--- src/verilog/temp_alarm_pkg.sv ---
/*
  constants for the temperature alarm logic: widths, reset values, status bit positions.
  assumes a single 25 MHz clock domain and a synchronous active-high reset.
*/
package temp_alarm_pkg;
  // ----------------------------------------
  // data widths
  // ----------------------------------------
  localparam int TEMP_W = 10;
  localparam int HYST_W = 8;
  localparam int OFFS_W = 10;
  // ----------------------------------------
  // reset values
  // ----------------------------------------
  localparam logic [HYST_W-1:0] HYST_RESET = 8'h0A;
  // ----------------------------------------
  // status bit positions
  // ----------------------------------------
  localparam int ST_W = 8;
  localparam int ST_LOCAL_LOW = 0;
  localparam int ST_REMOTE_OPEN = 2;
  localparam int ST_REMOTE_LOW = 3;
  localparam int ST_REMOTE_HIGH = 4;
  localparam int ST_LOCAL_LOW2 = 5;
  localparam int ST_LOCAL_HIGH = 6;
  // ----------------------------------------
  // alert response address (seven bits)
  // ----------------------------------------
  localparam logic [6:0] ALERT_RESP_ADDR = 7'h0C;
  typedef enum logic {CH_LOCAL, CH_REMOTE} channel_e;
endpackage

--- src/verilog/temperature_alarm_logic.sv ---
/*
  alarm, trip and fault-flag logic of a two-channel temperature monitor.
  assumes an external converter presents one result per channel with a done pulse,
  an external serial interface reports alert-response reads and status clears,
  and open-drain pads resolve the *_oe outputs (oe high pulls the line low).
*/
`timescale 1ns/10ps
// Behaviour
// - open-diode comparator is sampled only when a conversion starts
// - detected open diode sets status bit 2
// - open flag pulls alarm low when pin acts as alarm
// - alarm on temperature above high limit or at/below low limit
// - alarm mask keeps the pin released regardless of causes
// - primary trip low when either channel exceeds its trip limit
// - primary trip has no mask
// - trip releases at limit minus hysteresis, without host action
// - hysteresis loads ten degrees at reset, reprogrammable later
// - hysteresis is unsigned whole degrees, one per bit
// - one hysteresis value serves both channels
// - shared pin selects alarm or second trip function
// - second trip low when either channel exceeds its high limit
// - second trip self-releases like primary trip, not maskable
// - hysteresis also sets second trip release point
// - signed offset is added to remote measurement
// - both channels OR into primary and second trip
// - alert-response read answered with own seven-bit address 0x0C
// - lowest address wins arbitration; losers keep alarm asserted
module temperature_alarm_logic
  import temp_alarm_pkg::*;
#(
  parameter int TW = TEMP_W
)
(
  input wire logic clk,
  input wire logic reset,
  input wire logic conv_start,
  input wire logic remote_open_cmp,
  input wire logic result_done,
  input wire temp_alarm_pkg::channel_e result_channel,
  input wire logic signed [TW-1:0] result_temp,
  input wire logic signed [OFFS_W-1:0] remote_offset,
  input wire logic signed [TW-1:0] local_high_limit,
  input wire logic signed [TW-1:0] local_low_limit,
  input wire logic signed [TW-1:0] local_trip_limit,
  input wire logic signed [TW-1:0] remote_high_limit,
  input wire logic signed [TW-1:0] remote_low_limit,
  input wire logic signed [TW-1:0] remote_trip_limit,
  input wire logic hyst_write,
  input wire logic [HYST_W-1:0] hyst_wdata,
  input wire logic alarm_mask,
  input wire logic pin_as_second_trip,
  input wire logic status_clear,
  input wire logic alert_resp_read,
  input wire logic arb_lost,
  output logic [HYST_W-1:0] hysteresis,
  output logic [ST_W-1:0] status,
  output logic signed [TW-1:0] local_temp,
  output logic signed [TW-1:0] remote_temp,
  output logic alert_resp_ack,
  output logic [6:0] alert_resp_match,
  output logic failsafe_trip_oe,
  output logic shared_alarm_pin_oe
);
  // ----------------------------------------
  // elaboration checks
  // ----------------------------------------
  if (TW < HYST_W + 1 || TW < OFFS_W)
  begin : g_bad_width
    $error("temperature width too narrow for hysteresis or offset");
  end
  if (ST_W <= ST_LOCAL_HIGH)
  begin : g_bad_status
    $error("status register too narrow for its flag positions");
  end

  // ----------------------------------------
  // state
  // ----------------------------------------
  logic open_seen_r;
  logic [2:0] open_sync_r;
  logic open_level_r;
  logic [HYST_W-1:0] hyst_r;
  logic [ST_W-1:0] status_r;
  logic signed [TW-1:0] local_r;
  logic signed [TW-1:0] remote_r;
  logic trip_local_r;
  logic trip_remote_r;
  logic trip2_local_r;
  logic trip2_remote_r;
  logic alarm_r;
  logic serviced_r;
  logic ack_r;
  logic signed [TW:0] adj_temp;
  logic [ST_W-1:0] cause_bits;
  logic alarm_cause;

  // hysteresis hysteresis-adjusted release test, widened to avoid wrap near full scale
  function automatic logic next_trip(input logic cur, input logic signed [TW-1:0] t,
                                     input logic signed [TW-1:0] lim, input logic [HYST_W-1:0] h);
    logic signed [TW+1:0] rel;
    rel = $signed({{2{lim[TW-1]}}, lim}) - $signed({{(TW+2-HYST_W){1'b0}}, h});
    if ($signed({{2{t[TW-1]}}, t}) > $signed({{2{lim[TW-1]}}, lim}))
    begin
      next_trip = 1'b1;
    end
    else if ($signed({{2{t[TW-1]}}, t}) <= rel)
    begin
      next_trip = 1'b0;
    end
    else
    begin
      next_trip = cur;
    end
  endfunction

  // limit decode shared by the status flags and the alarm release test: {above high, at or below low}
  function automatic logic [1:0] limit_hits(input logic signed [TW-1:0] t, input logic signed [TW-1:0] hi,
                                            input logic signed [TW-1:0] lo);
    limit_hits = {t > hi, t <= lo};
  endfunction

  // offset-corrected remote reading, one bit wider; saturated to the result range where it is used
  always_comb
  begin
    adj_temp = $signed({result_temp[TW-1], result_temp}) +
               $signed({{(TW+1-OFFS_W){remote_offset[OFFS_W-1]}}, remote_offset});
  end

  // ----------------------------------------
  // open-diode filter and sampling
  // ----------------------------------------
  // the comparator is analog and free-running, so it is filtered before the sample point
  always_ff @(posedge clk)
  begin
    if (reset)
    begin
      open_sync_r <= 3'h0;
      open_level_r <= 1'b0;
    end
    else
    begin
      open_sync_r <= {open_sync_r[1:0], remote_open_cmp};
      if (open_sync_r[2] == open_sync_r[1])
      begin
        open_level_r <= open_sync_r[2];
      end
    end
  end

  always_ff @(posedge clk)
  begin
    if (reset)
    begin
      open_seen_r <= 1'b0;
    end
    else if (conv_start)
    begin
      open_seen_r <= open_level_r;
    end
  end

  // ----------------------------------------
  // hysteresis register
  // ----------------------------------------
  always_ff @(posedge clk)
  begin
    if (reset)
    begin
      hyst_r <= HYST_RESET;
    end
    else if (hyst_write)
    begin
      hyst_r <= hyst_wdata;
    end
  end

  // ----------------------------------------
  // latest readings
  // ----------------------------------------
  always_ff @(posedge clk)
  begin
    if (reset)
    begin
      local_r <= '0;
      remote_r <= '0;
    end
    else if (result_done)
    begin
      if (result_channel == CH_LOCAL)
      begin
        local_r <= result_temp;
      end
      else if (adj_temp > $signed({1'b0, {(TW-1){1'b1}}}))
      begin
        remote_r <= {1'b0, {(TW-1){1'b1}}};
      end
      else if (adj_temp < $signed({1'b1, 1'b1, {(TW-1){1'b0}}}))
      begin
        remote_r <= {1'b1, {(TW-1){1'b0}}};
      end
      else
      begin
        remote_r <= adj_temp[TW-1:0];
      end
    end
  end

  // ----------------------------------------
  // trip comparators, one hysteresis for all
  // ----------------------------------------
  always_ff @(posedge clk)
  begin
    if (reset)
    begin
      trip_local_r <= 1'b0;
      trip_remote_r <= 1'b0;
      trip2_local_r <= 1'b0;
      trip2_remote_r <= 1'b0;
    end
    else if (result_done)
    begin
      if (result_channel == CH_LOCAL)
      begin
        trip_local_r <= next_trip(trip_local_r, result_temp, local_trip_limit, hyst_r);
        trip2_local_r <= next_trip(trip2_local_r, result_temp, local_high_limit, hyst_r);
      end
      else
      begin
        trip_remote_r <= next_trip(trip_remote_r, remote_temp_sat(adj_temp), remote_trip_limit, hyst_r);
        trip2_remote_r <= next_trip(trip2_remote_r, remote_temp_sat(adj_temp), remote_high_limit, hyst_r);
      end
    end
  end

  function automatic logic signed [TW-1:0] remote_temp_sat(input logic signed [TW:0] v);
    if (v > $signed({1'b0, {(TW-1){1'b1}}}))
    begin
      remote_temp_sat = {1'b0, {(TW-1){1'b1}}};
    end
    else if (v < $signed({1'b1, 1'b1, {(TW-1){1'b0}}}))
    begin
      remote_temp_sat = {1'b1, {(TW-1){1'b0}}};
    end
    else
    begin
      remote_temp_sat = v[TW-1:0];
    end
  endfunction

  // ----------------------------------------
  // status flags: sticky, a new cause beats a clear
  // ----------------------------------------
  always_comb
  begin
    cause_bits = '0;
    if (result_done && result_channel == CH_LOCAL)
    begin
      {cause_bits[ST_LOCAL_HIGH], cause_bits[ST_LOCAL_LOW]} =
        limit_hits(result_temp, local_high_limit, local_low_limit);
    end
    if (result_done && result_channel == CH_REMOTE)
    begin
      {cause_bits[ST_REMOTE_HIGH], cause_bits[ST_REMOTE_LOW]} =
        limit_hits(remote_temp_sat(adj_temp), remote_high_limit, remote_low_limit);
      cause_bits[ST_REMOTE_OPEN] = open_seen_r;
    end
  end

  always_ff @(posedge clk)
  begin
    if (reset)
    begin
      status_r <= '0;
    end
    else if (status_clear)
    begin
      status_r <= cause_bits;
    end
    else
    begin
      status_r <= status_r | cause_bits;
    end
  end

  // ----------------------------------------
  // alarm latch and alert-response servicing
  // ----------------------------------------
  // the pin holds until serviced; a losing bidder is not serviced and keeps it low
  assign alarm_cause = (|limit_hits(local_r, local_high_limit, local_low_limit)) ||
                       (|limit_hits(remote_r, remote_high_limit, remote_low_limit)) || open_seen_r;

  always_ff @(posedge clk)
  begin
    if (reset)
    begin
      serviced_r <= 1'b0;
      ack_r <= 1'b0;
    end
    else
    begin
      ack_r <= alert_resp_read && alarm_r && !pin_as_second_trip;
      if (|cause_bits)
      begin
        serviced_r <= 1'b0;
      end
      else if (ack_r && !arb_lost)
      begin
        serviced_r <= 1'b1;
      end
    end
  end

  always_ff @(posedge clk)
  begin
    if (reset)
    begin
      alarm_r <= 1'b0;
    end
    else if (|cause_bits)
    begin
      alarm_r <= 1'b1;
    end
    else if (serviced_r && !alarm_cause && status_r == '0)
    begin
      alarm_r <= 1'b0;
    end
  end

  // ----------------------------------------
  // outputs
  // ----------------------------------------
  assign hysteresis = hyst_r;
  assign status = status_r;
  assign local_temp = local_r;
  assign remote_temp = remote_r;
  assign alert_resp_ack = ack_r;
  assign alert_resp_match = ALERT_RESP_ADDR;
  assign failsafe_trip_oe = trip_local_r || trip_remote_r;
  assign shared_alarm_pin_oe = pin_as_second_trip ? (trip2_local_r || trip2_remote_r)
                                                  : (alarm_r && !alarm_mask);
endmodule

--- config.mk ---
export PLATFORM = sky130hd
export DESIGN_NAME = temperature_alarm_logic
export DESIGN_NICKNAME = d
export VERILOG_FILES = /design/src/verilog/temp_alarm_pkg.sv /design/src/verilog/temperature_alarm_logic.sv
export SDC_FILE = /design/constraint.sdc
export NUM_CORES = 1
export LEC_CHECK = 0
export BUFFER_PORTS_ARGS = -buffer_cell sky130_fd_sc_hd__buf_2
export CAP_MARGIN = 30
export CORE_MARGIN = 5
export CORE_UTILIZATION = 50
export DETAILED_ROUTE_END_ITERATION = 12
export PLACE_DENSITY = 0.73
export SYNTH_ARGS = -nofsm -noshare
export SYNTH_HDL_FRONTEND = slang
export SYNTH_SLANG_ARGS = --single-unit
--- constraint.sdc ---
create_clock -name clk -period 6.2 [get_ports clk]
set_clock_uncertainty 0.2 [all_clocks]
set_input_delay 0.93 -clock clk [delete_from_list [all_inputs] [get_ports clk]]
set_output_delay 0.93 -clock clk [all_outputs]
set_load 0.01 [all_outputs]
## Word level (Yosys, flattened, before mapping)

Cells that the tools add are included.

| word-level totals | value |
|---|---|
| word-level logic and storage cells | 95 |
| bits in registers | 48 |
| bits of input ports | 100 |
| output and inout bits | 46 |

| cells by class | value |
|---|---|
| magnitude comparators | 18 |
| mux-type cells | 21 |
| add/subtract/negate cells | 5 |
| reductions and logical operators | 33 |
| bitwise gates (word level) | 2 |
| eq/ne operators | 1 |

Operator list:

| cell | number |
|---|---|
| $gt A10 B10 Y1 | 8 |
| $mux W10 | 6 |
| $le A10 B11 Y1 | 4 |
| $sub A10 B9 Y11 | 4 |
| $le A10 B10 Y1 | 4 |
| $mux W1 | 13 |
| $reduce_and A3 Y1 | 4 |
| $add A10 B10 Y11 | 1 |
| $gt A11 B10 Y1 const B | 1 |
| $lt A11 B10 Y1 const B | 1 |
| $reduce_bool A2 Y1 | 5 |
| $logic_and A1 B1 Y1 | 8 |
| $logic_not A8 Y1 | 1 |
| $or A8 B7 Y8 | 1 |
| $mux W7 | 1 |
| $reduce_or A2 Y1 | 3 |
| $reduce_or A6 Y1 | 1 |
| $reduce_or A5 Y1 | 1 |
| $logic_not A1 Y1 | 4 |
| $logic_or A1 B1 Y1 | 4 |
| $reduce_and A2 Y1 | 2 |
| $mux W3 | 1 |
| $eq A1 B1 Y1 | 1 |
| $not A1 Y1 | 1 |

## Longest topological paths before layout

Gate-level depths: netlist of run 1.

| logic depth | value |
|---|---|
| depth after elaboration | 10 |
| depth in mapped cells | 21 |
| depth with buffers taken out | 21 |

## Worst setup path after synthesis of run 1

OpenSTA, ideal clock, no wires.

| timing path | value |
|---|---|
| path type | in2reg |
| start point | input port result_temp[0] |
| end point | register trip2_remote_r |
| arrival | 4.784 ns |
| cell stages on the path | 21 |
| library setup time | 0.133 ns |
| path slack | 1.083 ns |
| data required time | 5.867 ns |
| buffers on the path | 0 |
| path through | ha_1 > inv_1 > fa_1 > nand2b_1 > a211oi_2 > nor3_4 > mux2i_1 > inv_1 > nand2_1 > a21boi_0 > ha_1 > nor2b_1 > o21ai_0 > nand2b_1 > nor2_1 > o31ai_1 > maj3_2 > maj3_2 > a21oi_1 > nand4b_1 > a31oi_1 |

| between the ends | value |
|---|---|
| longest elaborated chain between the ends | 10 |
| elaborated cells on any way between the ends | 13 |
| those cells by class | add/sub: 1; order compare: 4; mux: 6; reduce/logical: 2 |

Ends and longest elaborated chain:

| item | RTL line | RTL |
|---|---|---|
| start: declaration | temperature_alarm_logic.sv:40 | `input wire logic signed [TW-1:0] result_temp,` |
| $add A10 B10 Y11 * | temperature_alarm_logic.sv:125 | `adj_temp = $signed({result_temp[TW-1], result_temp}) +` |
| $lt A11 B10 Y1 | temperature_alarm_logic.sv:240 | `else if (v < $signed({1'b1, 1'b1, {(TW-1){1'b0}}}))` |
| $mux W10 | temperature_alarm_logic.sv:240 |  |
| $mux W10 * | temperature_alarm_logic.sv:236 | `if (v > $signed({1'b0, {(TW-1){1'b1}}}))` |
| $mux W10 * | temperature_alarm_logic.sv:222 | `if (result_channel == CH_LOCAL)` |
| $mux W10 * | temperature_alarm_logic.sv:220 | `else if (result_done)` |
| $mux W10 * | temperature_alarm_logic.sv:213 | `if (reset)` |
| $le A10 B11 Y1 or $gt A10 B10 Y1 (tied branches) | temperature_alarm_logic.sv:106, temperature_alarm_logic.sv:102 |  |
| $reduce_bool A2 Y1 (no source line) | - |  |
| $reduce_and A3 Y1 (no source line) | - |  |
| end signal: assignment | temperature_alarm_logic.sv:230 | `trip2_remote_r <= next_trip(trip2_remote_r, remote_temp_sat(adj_temp), remote_high_limit, hyst_r);` |
| end: declaration | temperature_alarm_logic.sv:89 | `logic trip2_remote_r;` |

Every way passes the cells marked *; elsewhere a longest branch is shown, timed or not. The select of a mux whose other input is x is not followed.
A chain may end at the register's enable or synchronous reset.

## Worst setup path after layout of run 1

| timing path | value |
|---|---|
| start point | input port result_temp[1] |
| end point | register trip2_remote_r |

The elaborated chain is that of the path after synthesis.

==> out/summary.txt, run 1 <==
Hold-fix buffers, CTS -> 0
CP Cell Sequence -> buf_2 -> inv_1 -> fa_1 -> nand2b_1 -> a211oi_2 -> nor3_4 -> mux2i_1 -> inv_1 -> nand2_1 -> a21boi_0 -> buf_4 -> ha_1 -> nor2b_1 -> o21ai_0 -> nand2b_1 -> nor2_1 -> o31ai_1 -> maj3_2 -> maj3_2 -> a21oi_1 -> nand4b_1 -> a31oi_1
largest family of logic cells by synthesized area -> adder cells
post-layout minimum cycle time -> 5190 ps
I/O pins -> 146
Crit path largest cell delay -> 430 ps
Root Buffer -> clkbuf_16
htree depth -> 2
reg-to-reg critical path startpoint -> hysteresis[1]$_SDFFE_PP1P_
XOR/XNOR share of the synthesized area -> 5.47%
Min Hold Slack -> 246 ps
largest net degree at the start of global routing -> 44
GRT Total Usage -> 24.8%
antenna violations before repair -> 0
Finished Cell Area -> 8330 um^2
die height -> 131 um
Critical Path End Type -> flop
GP Congestion -> 0.965
count of final hold-check violations -> 0
Setup TNS -> 0 ps
RSZ-0062 raised after global routing -> no
EDFF count, synth -> 0
post-synth top area share -> 29.0%
count leader, synth -> ha_1
Hold Path Depth -> 1
ys flop type -> dfxtp_1
final WL -> 22200 um
flop-to-flop setup slack -> 1930 ps
Via-to-Cell Ratio -> 5.73
Syn. warnings -> 0
total global routing overflow -> 0
Max-Cap Viols -> 0
clock sinks -> 45
Post-CTS Resized -> 0
Synth Register Bits -> 45
Reg2Reg Depth -> 17
Setup crit start kind -> input pin
register area share after synthesis -> 12.2%
detailed placer's ending HPWL -> 18700 um
post-route ant nets -> 0
Critical Path RT -> 6160 ps
DP Area -> 8190 um^2
clock slew at reported path FFs -> 60 ps
Post-Syn Instances -> 937
worst setup path start -> result_temp[1]
Slowest cell on crit path -> fa_1
top cell types by occurrence after synthesis -> 171 x ha_1, 113 x inv_1, 71 x a21oi_1
Total Power -> 1.53 mW
Layout Nets -> 1342
outcome -> completed
drt first pass iters -> 5
routed wirelength normalized by instance count -> 17.7 um
WP data arrival -> 5150 ps
pre-CTS setup slack -> 713 ps
path type of the worst setup path -> input pin to flop
layout cells sized above 1 -> 16.8%
HP Class -> flop to flop
clk_lat worst skew -> 310 ps
dpl cells -> 1243
period utilization -> 83.7%
Final Max Tran Viols -> 0
worst r2r dst -> trip2_remote_r$_SDFFE_PP0P_
Lkg Pwr -> 4.17 nW
Post-synth ARST share -> 0%
Hold Path Sink -> open_sync_r[1]$_SDFF_PP0_
Post-Synth Simple-Gate Area -> 18.6%
slew margin rel. -> 46.3%
port buffer count -> 135
setup slack after layout -> 1010 ps
number of remaining DRC errors -> 0
synthesized area per cell -> 7.87 um^2
Layout area overhead -> 13.0%
mux contribution to synthesized area -> 1.66%
first-pass GRT wire length -> 35200 um
Initial Utilization -> 50.9%
total setup buffers inserted after CTS -> 0
Worst-Margin Slew -> 805 ps
Worst IR Drop VDD -> 0.115 mV
Synth Area in Adders -> 31.8%
post-synthesis compound-gate area fraction -> 22.1%
synthesized cell area -> 7370 um^2
Die ar. -> 17300 um^2
1st-iter DRT viols -> 498
Final setup viols -> 0
most area-consuming cells after synthesis -> ha_1 29%, dfxtp_1 12%, inv_1 5.8%
pwr/cell area -> 183 nW/um^2
Hold Startpoint -> open_sync_r[0]$_SDFF_PP0_
total CTS buffers -> 5
Yosys top cell by area -> ha_1
Die W -> 131 um
core area -> 14500 um^2
Antenna Cells -> 0
Core Rows -> 44
CTS tree -> built
Clock Tree Buf Depth -> 2
final cell count without fillers -> 1251
Final Util -> 57.5%
post-synth cell types -> 80
vias in the first global route -> 6920
Vias -> 7168
Worst Path Max Fanout -> 9
fmax -> 0.193 GHz
==> logic make-up (layout without fill, tap and decap cells) <==
family	Yosys count	count (layout)
flops	45	45
other cells	2	10
xor+xnor	46	46
simple gates	256	256
fa+ha+maj	186	186
mux	12	12
buf+inv	141	263
compound gates	249	249
==> report_power, final <==
group	total, mW	switching (mW)	internal (mW)	leakage (nW)
Combinational	0.909	0.519	0.389	3.73
Sequential	0.331	0.0218	0.309	0.370
Clock	0.287	0.136	0.151	0.0702
==> sequential cells by signal (all words and copies together), names as in the netlist, 3 cells and up <==
name	cells
open_sync_r	3
hysteresis	8
status	5
local_temp	10
remote_temp	10
==> worst max-delay path by stage <==
stage,end,slack [ps],cells past startpoint
detailed placement,trip2_remote_r$_SDFFE_PP0P_,710,22
finish,trip2_remote_r$_SDFFE_PP0P_,1010,22
floorplan,trip2_remote_r$_SDFFE_PP0P_,1080,21
CTS,trip2_remote_r$_SDFFE_PP0P_,1020,22
global route,trip2_remote_r$_SDFFE_PP0P_,480,22
global placement,trip2_remote_r$_SDFFE_PP0P_,860,22
==> critical path, delay by kind of cell <==
kind / cells / cell delay, ps
AO/OA/AOI/OAI: 6 / 920
adder cells (fa/ha/maj): 4 / 1300
buffers and inverters: 4 / 760
multiplexers: 1 / 280
AND/OR/NAND/NOR: 7 / 960
==> final cells by class <==
class | instances | area [um^2]
inverter | 115 | 432
clock buffer | 5 | 125
tap | 184 | 230
fill | 1374 | 6150
sequential | 45 | 901
timing repair buffer | 140 | 713
multi-input combinational | 759 | 5910
clock inverter | 3 | 21.3
==> layout by cell type (no fill, tap or decap), drive strengths merged, types with 4 or more instances in the layout <==
| cell | instances |
|---|---|
| inv | 116 |
| o21ai | 52 |
| o211ai | 8 |
| nor3 | 13 |
| nand4b | 4 |
| maj3 | 10 |
| clkbuf | 5 |
| nand3 | 22 |
| or2 | 4 |
| nor2 | 47 |
| nor2b | 25 |
| fa | 5 |
| o31ai | 7 |
| a211oi | 19 |
| mux2i | 10 |
| a21oi | 73 |
| buf | 140 |
| ha | 171 |
| nor4 | 6 |
| xor2 | 6 |
| o2111ai | 4 |
| o21a | 27 |
| a31oi | 9 |
| a21o | 14 |
| dfxtp | 45 |
| xnor2 | 40 |
| nand4 | 23 |
| conb | 10 |
| nand2 | 64 |
| o21bai | 9 |
| o22ai | 4 |
| nand2b | 27 |
==> metal layers <==
layer  wire [um]  track usage [%]  vias to the layer above
met1       10200             33.5                     3242
met2        9810             40.0                      260
met5           0                0                        -
li1            -                -                     3617
met4         718             8.51                        0
met3        1480             4.40                       49
Power figures use the tool's default switching activity.
==> inputs of run 2 (changes only) <==
==> constraint.sdc (replaced) <==
create_clock -name clk -period 4.8 [get_ports clk]
set_clock_uncertainty 0.2 [all_clocks]
set_input_delay 0.72 -clock clk [delete_from_list [all_inputs] [get_ports clk]]
set_output_delay 0.72 -clock clk [all_outputs]
set_load 0.01 [all_outputs]
==> run 2 against run 1 <==
  * Core utilization rose by 1.1 points
  * Setup slack got worse by 650 ps
  * Die area did not move
  * Cell area rose by 1.9%
  * Worst hold slack got worse by 6.3 ps
  * Clock power rose by 30%
  * Sequential power rose by 29%
  * Via count rose by 3.1%
  * Critical endpoint is now alarm_r$_SDFFE_PP0P_
  * Largest cell class unchanged
  * Highest routed layer unchanged
==> out/summary.txt, run 2 (same netlist as run 1, synthesis figures left out) <==
vias in the first global route -> 7310 (+5.6%)
post-route ant nets -> 0 (unchanged)
WP data arrival -> 4390 ps (-760 ps)
post-layout minimum cycle time -> 4440 ps
1st-iter DRT viols -> 560 (+12%)
GP Congestion -> 0.943 (-2.3%)
Max-Cap Viols -> 0 (unchanged)
Critical Path End Type -> flop
Routed met3 length -> 1840 um (+25%)
Root Buffer -> clkbuf_16
total CTS buffers -> 5 (unchanged)
Worst Path Max Fanout -> 5 (-4)
clock sinks -> 45 (unchanged)
htree depth -> 2 (unchanged)
detailed placer's ending HPWL -> 19100 um (+2.4%)
core area -> 14500 um^2 (unchanged)
Post-CTS Resized -> 0 (unchanged)
Clock Tree Buf Depth -> 2 (unchanged)
Via-to-Cell Ratio -> 5.81 (+1.4%)
Layout area overhead -> 15.2%
path type of the worst setup path -> input pin to flop
Vias -> 7388 (+3.1%)
Layout Nets -> 1363 (+1.6%)
Initial Utilization -> 50.9% (unchanged)
commonest non-fill, non-tap cell in the layout -> ha_1
total setup buffers inserted after CTS -> 0 (unchanged)
DR WL met2 -> 10000 um (+2.0%)
period utilization -> 92.5%
Antenna Cells -> 0 (unchanged)
routed wirelength normalized by instance count -> 17.9 um (+0.79%)
Final Max Tran Viols -> 0 (unchanged)
Setup crit start kind -> input pin
Total Power -> 2.02 mW (+33%)
clk_lat worst skew -> 300 ps (about the same)
I/O pins -> 146 (unchanged)
slew margin rel. -> 57.7% (+11 points)
drt first pass iters -> 6 (+1)
commonest non-fill, non-tap cells in the layout -> 171 x ha_1, 135 x buf_2, 113 x inv_1
largest net degree at the start of global routing -> 44 (unchanged)
Worst IR Drop VDD -> 0.148 mV (+28%)
number of remaining DRC errors -> 0 (unchanged)
Die ar. -> 17300 um^2 (unchanged)
Die W -> 131 um (unchanged)
Core Rows -> 44 (unchanged)
RSZ-0062 raised after global routing -> no
final WL -> 22700 um (+2.5%)
Hold-fix buffers, CTS -> 0 (unchanged)
Final Util -> 58.7% (+1.1 points)
DR top layer -> met4
Setup TNS -> 0 ps (unchanged)
GRT Total Usage -> 25.4% (+0.59 points)
Worst-Margin Slew -> 631 ps (-175 ps)
Lkg Pwr -> 4.27 nW (+2.4%)
flop-to-flop setup slack -> 710 ps (-1220 ps)
total global routing overflow -> 0 (unchanged)
DRT met1 WL -> 9890 um (-2.7%)
Final setup viols -> 0 (unchanged)
HP Class -> flop to flop
port buffer count -> 135 (unchanged)
count of final hold-check violations -> 0 (unchanged)
antenna violations before repair -> 0 (unchanged)
clock slew at reported path FFs -> 70 ps (about the same)
CTS tree -> built
die height -> 131 um (unchanged)
first-pass GRT wire length -> 36500 um (+3.6%)
fmax -> 0.225 GHz
pwr/cell area -> 238 nW/um^2 (+30%)
layout cells sized above 1 -> 18.4% (+1.6 points)
outcome -> completed
Critical Path RT -> 4750 ps (-1410 ps)
==> run 2: changes by cell type in the layout (fill, tap and decap cells not counted) <==
cell / before / now
buf_4: 5 / 26
a21boi_0: 1 / 0
a21boi_1: 0 / 1
clkinv_2: 1 / 0
clkinv_4: 0 / 1
==> run 2: worst max-delay path, stage by stage <==
cell and delay, ps:
buf_2 120, ha_1 180, inv_1 60, fa_1 370, nand2b_1 180, a211oi_2 300
nor3_4 60, mux2i_1 240, inv_1 90, nand2_1 120, a21boi_1 240, buf_4 210
ha_1 240, nor2b_1 130, o21ai_0 130, nand2b_1 80, maj3_1 340, a21oi_1 130
a211oi_1 70, o21ai_2 250, a41oi_1 140
==> run 2: final cells by class <==
class	instances	area [um^2]
clock buffers	5	125
fillers	1368	5990
clock inverters	3	25.0
well taps	184	230
flip-flops and latches	45	901
inverters	115	432
multi-input cells	759	5910
repair buffers	161	871
==> run 2: final timing paths <==
| kind | start | to | cells past startpoint |
|---|---|---|---|
| min reg2reg | open_sync_r[0]$_SDFF_PP0_ | open_sync_r[1]$_SDFF_PP0_ | 1 |
| max | result_temp[0] | alarm_r$_SDFFE_PP0P_ | 21 |
| max reg2reg | hysteresis[1]$_SDFFE_PP1P_ | trip2_remote_r$_SDFFE_PP0P_ | 17 |
| min | open_sync_r[0]$_SDFF_PP0_ | open_sync_r[1]$_SDFF_PP0_ | 1 |
==> run 2: metrics by stage <==
step           worst slack, ps  std cells  instance area (um^2)  hold WS, ps
2_1_floorplan             46.0        945                  7400          214
3_3_place_gp               141       1264                  8340          237
3_5_place_dp              59.3       1264                  8340          237
4_1_cts                    369       1272                  8490          242
5_1_grt                   84.2       1272                  8490          273
6_report                   362       1272                  8490          240
==> run 2: power breakdown <==
group	total (mW)	leakage [nW]	internal, mW	switching (mW)
clock	0.374	0.0704	0.197	0.178
combinational	1.22	3.83	0.533	0.689
sequential	0.427	0.370	0.399	0.0279
total	2.02	4.27	1.13	0.895
==> run 2: layer usage <==
metal	global-route usage (%)	vias to the layer above
met5	0	-
met4	10.6	0
met3	5.35	68
met2	40.9	299
met1	33.1	3364
li1	-	3657
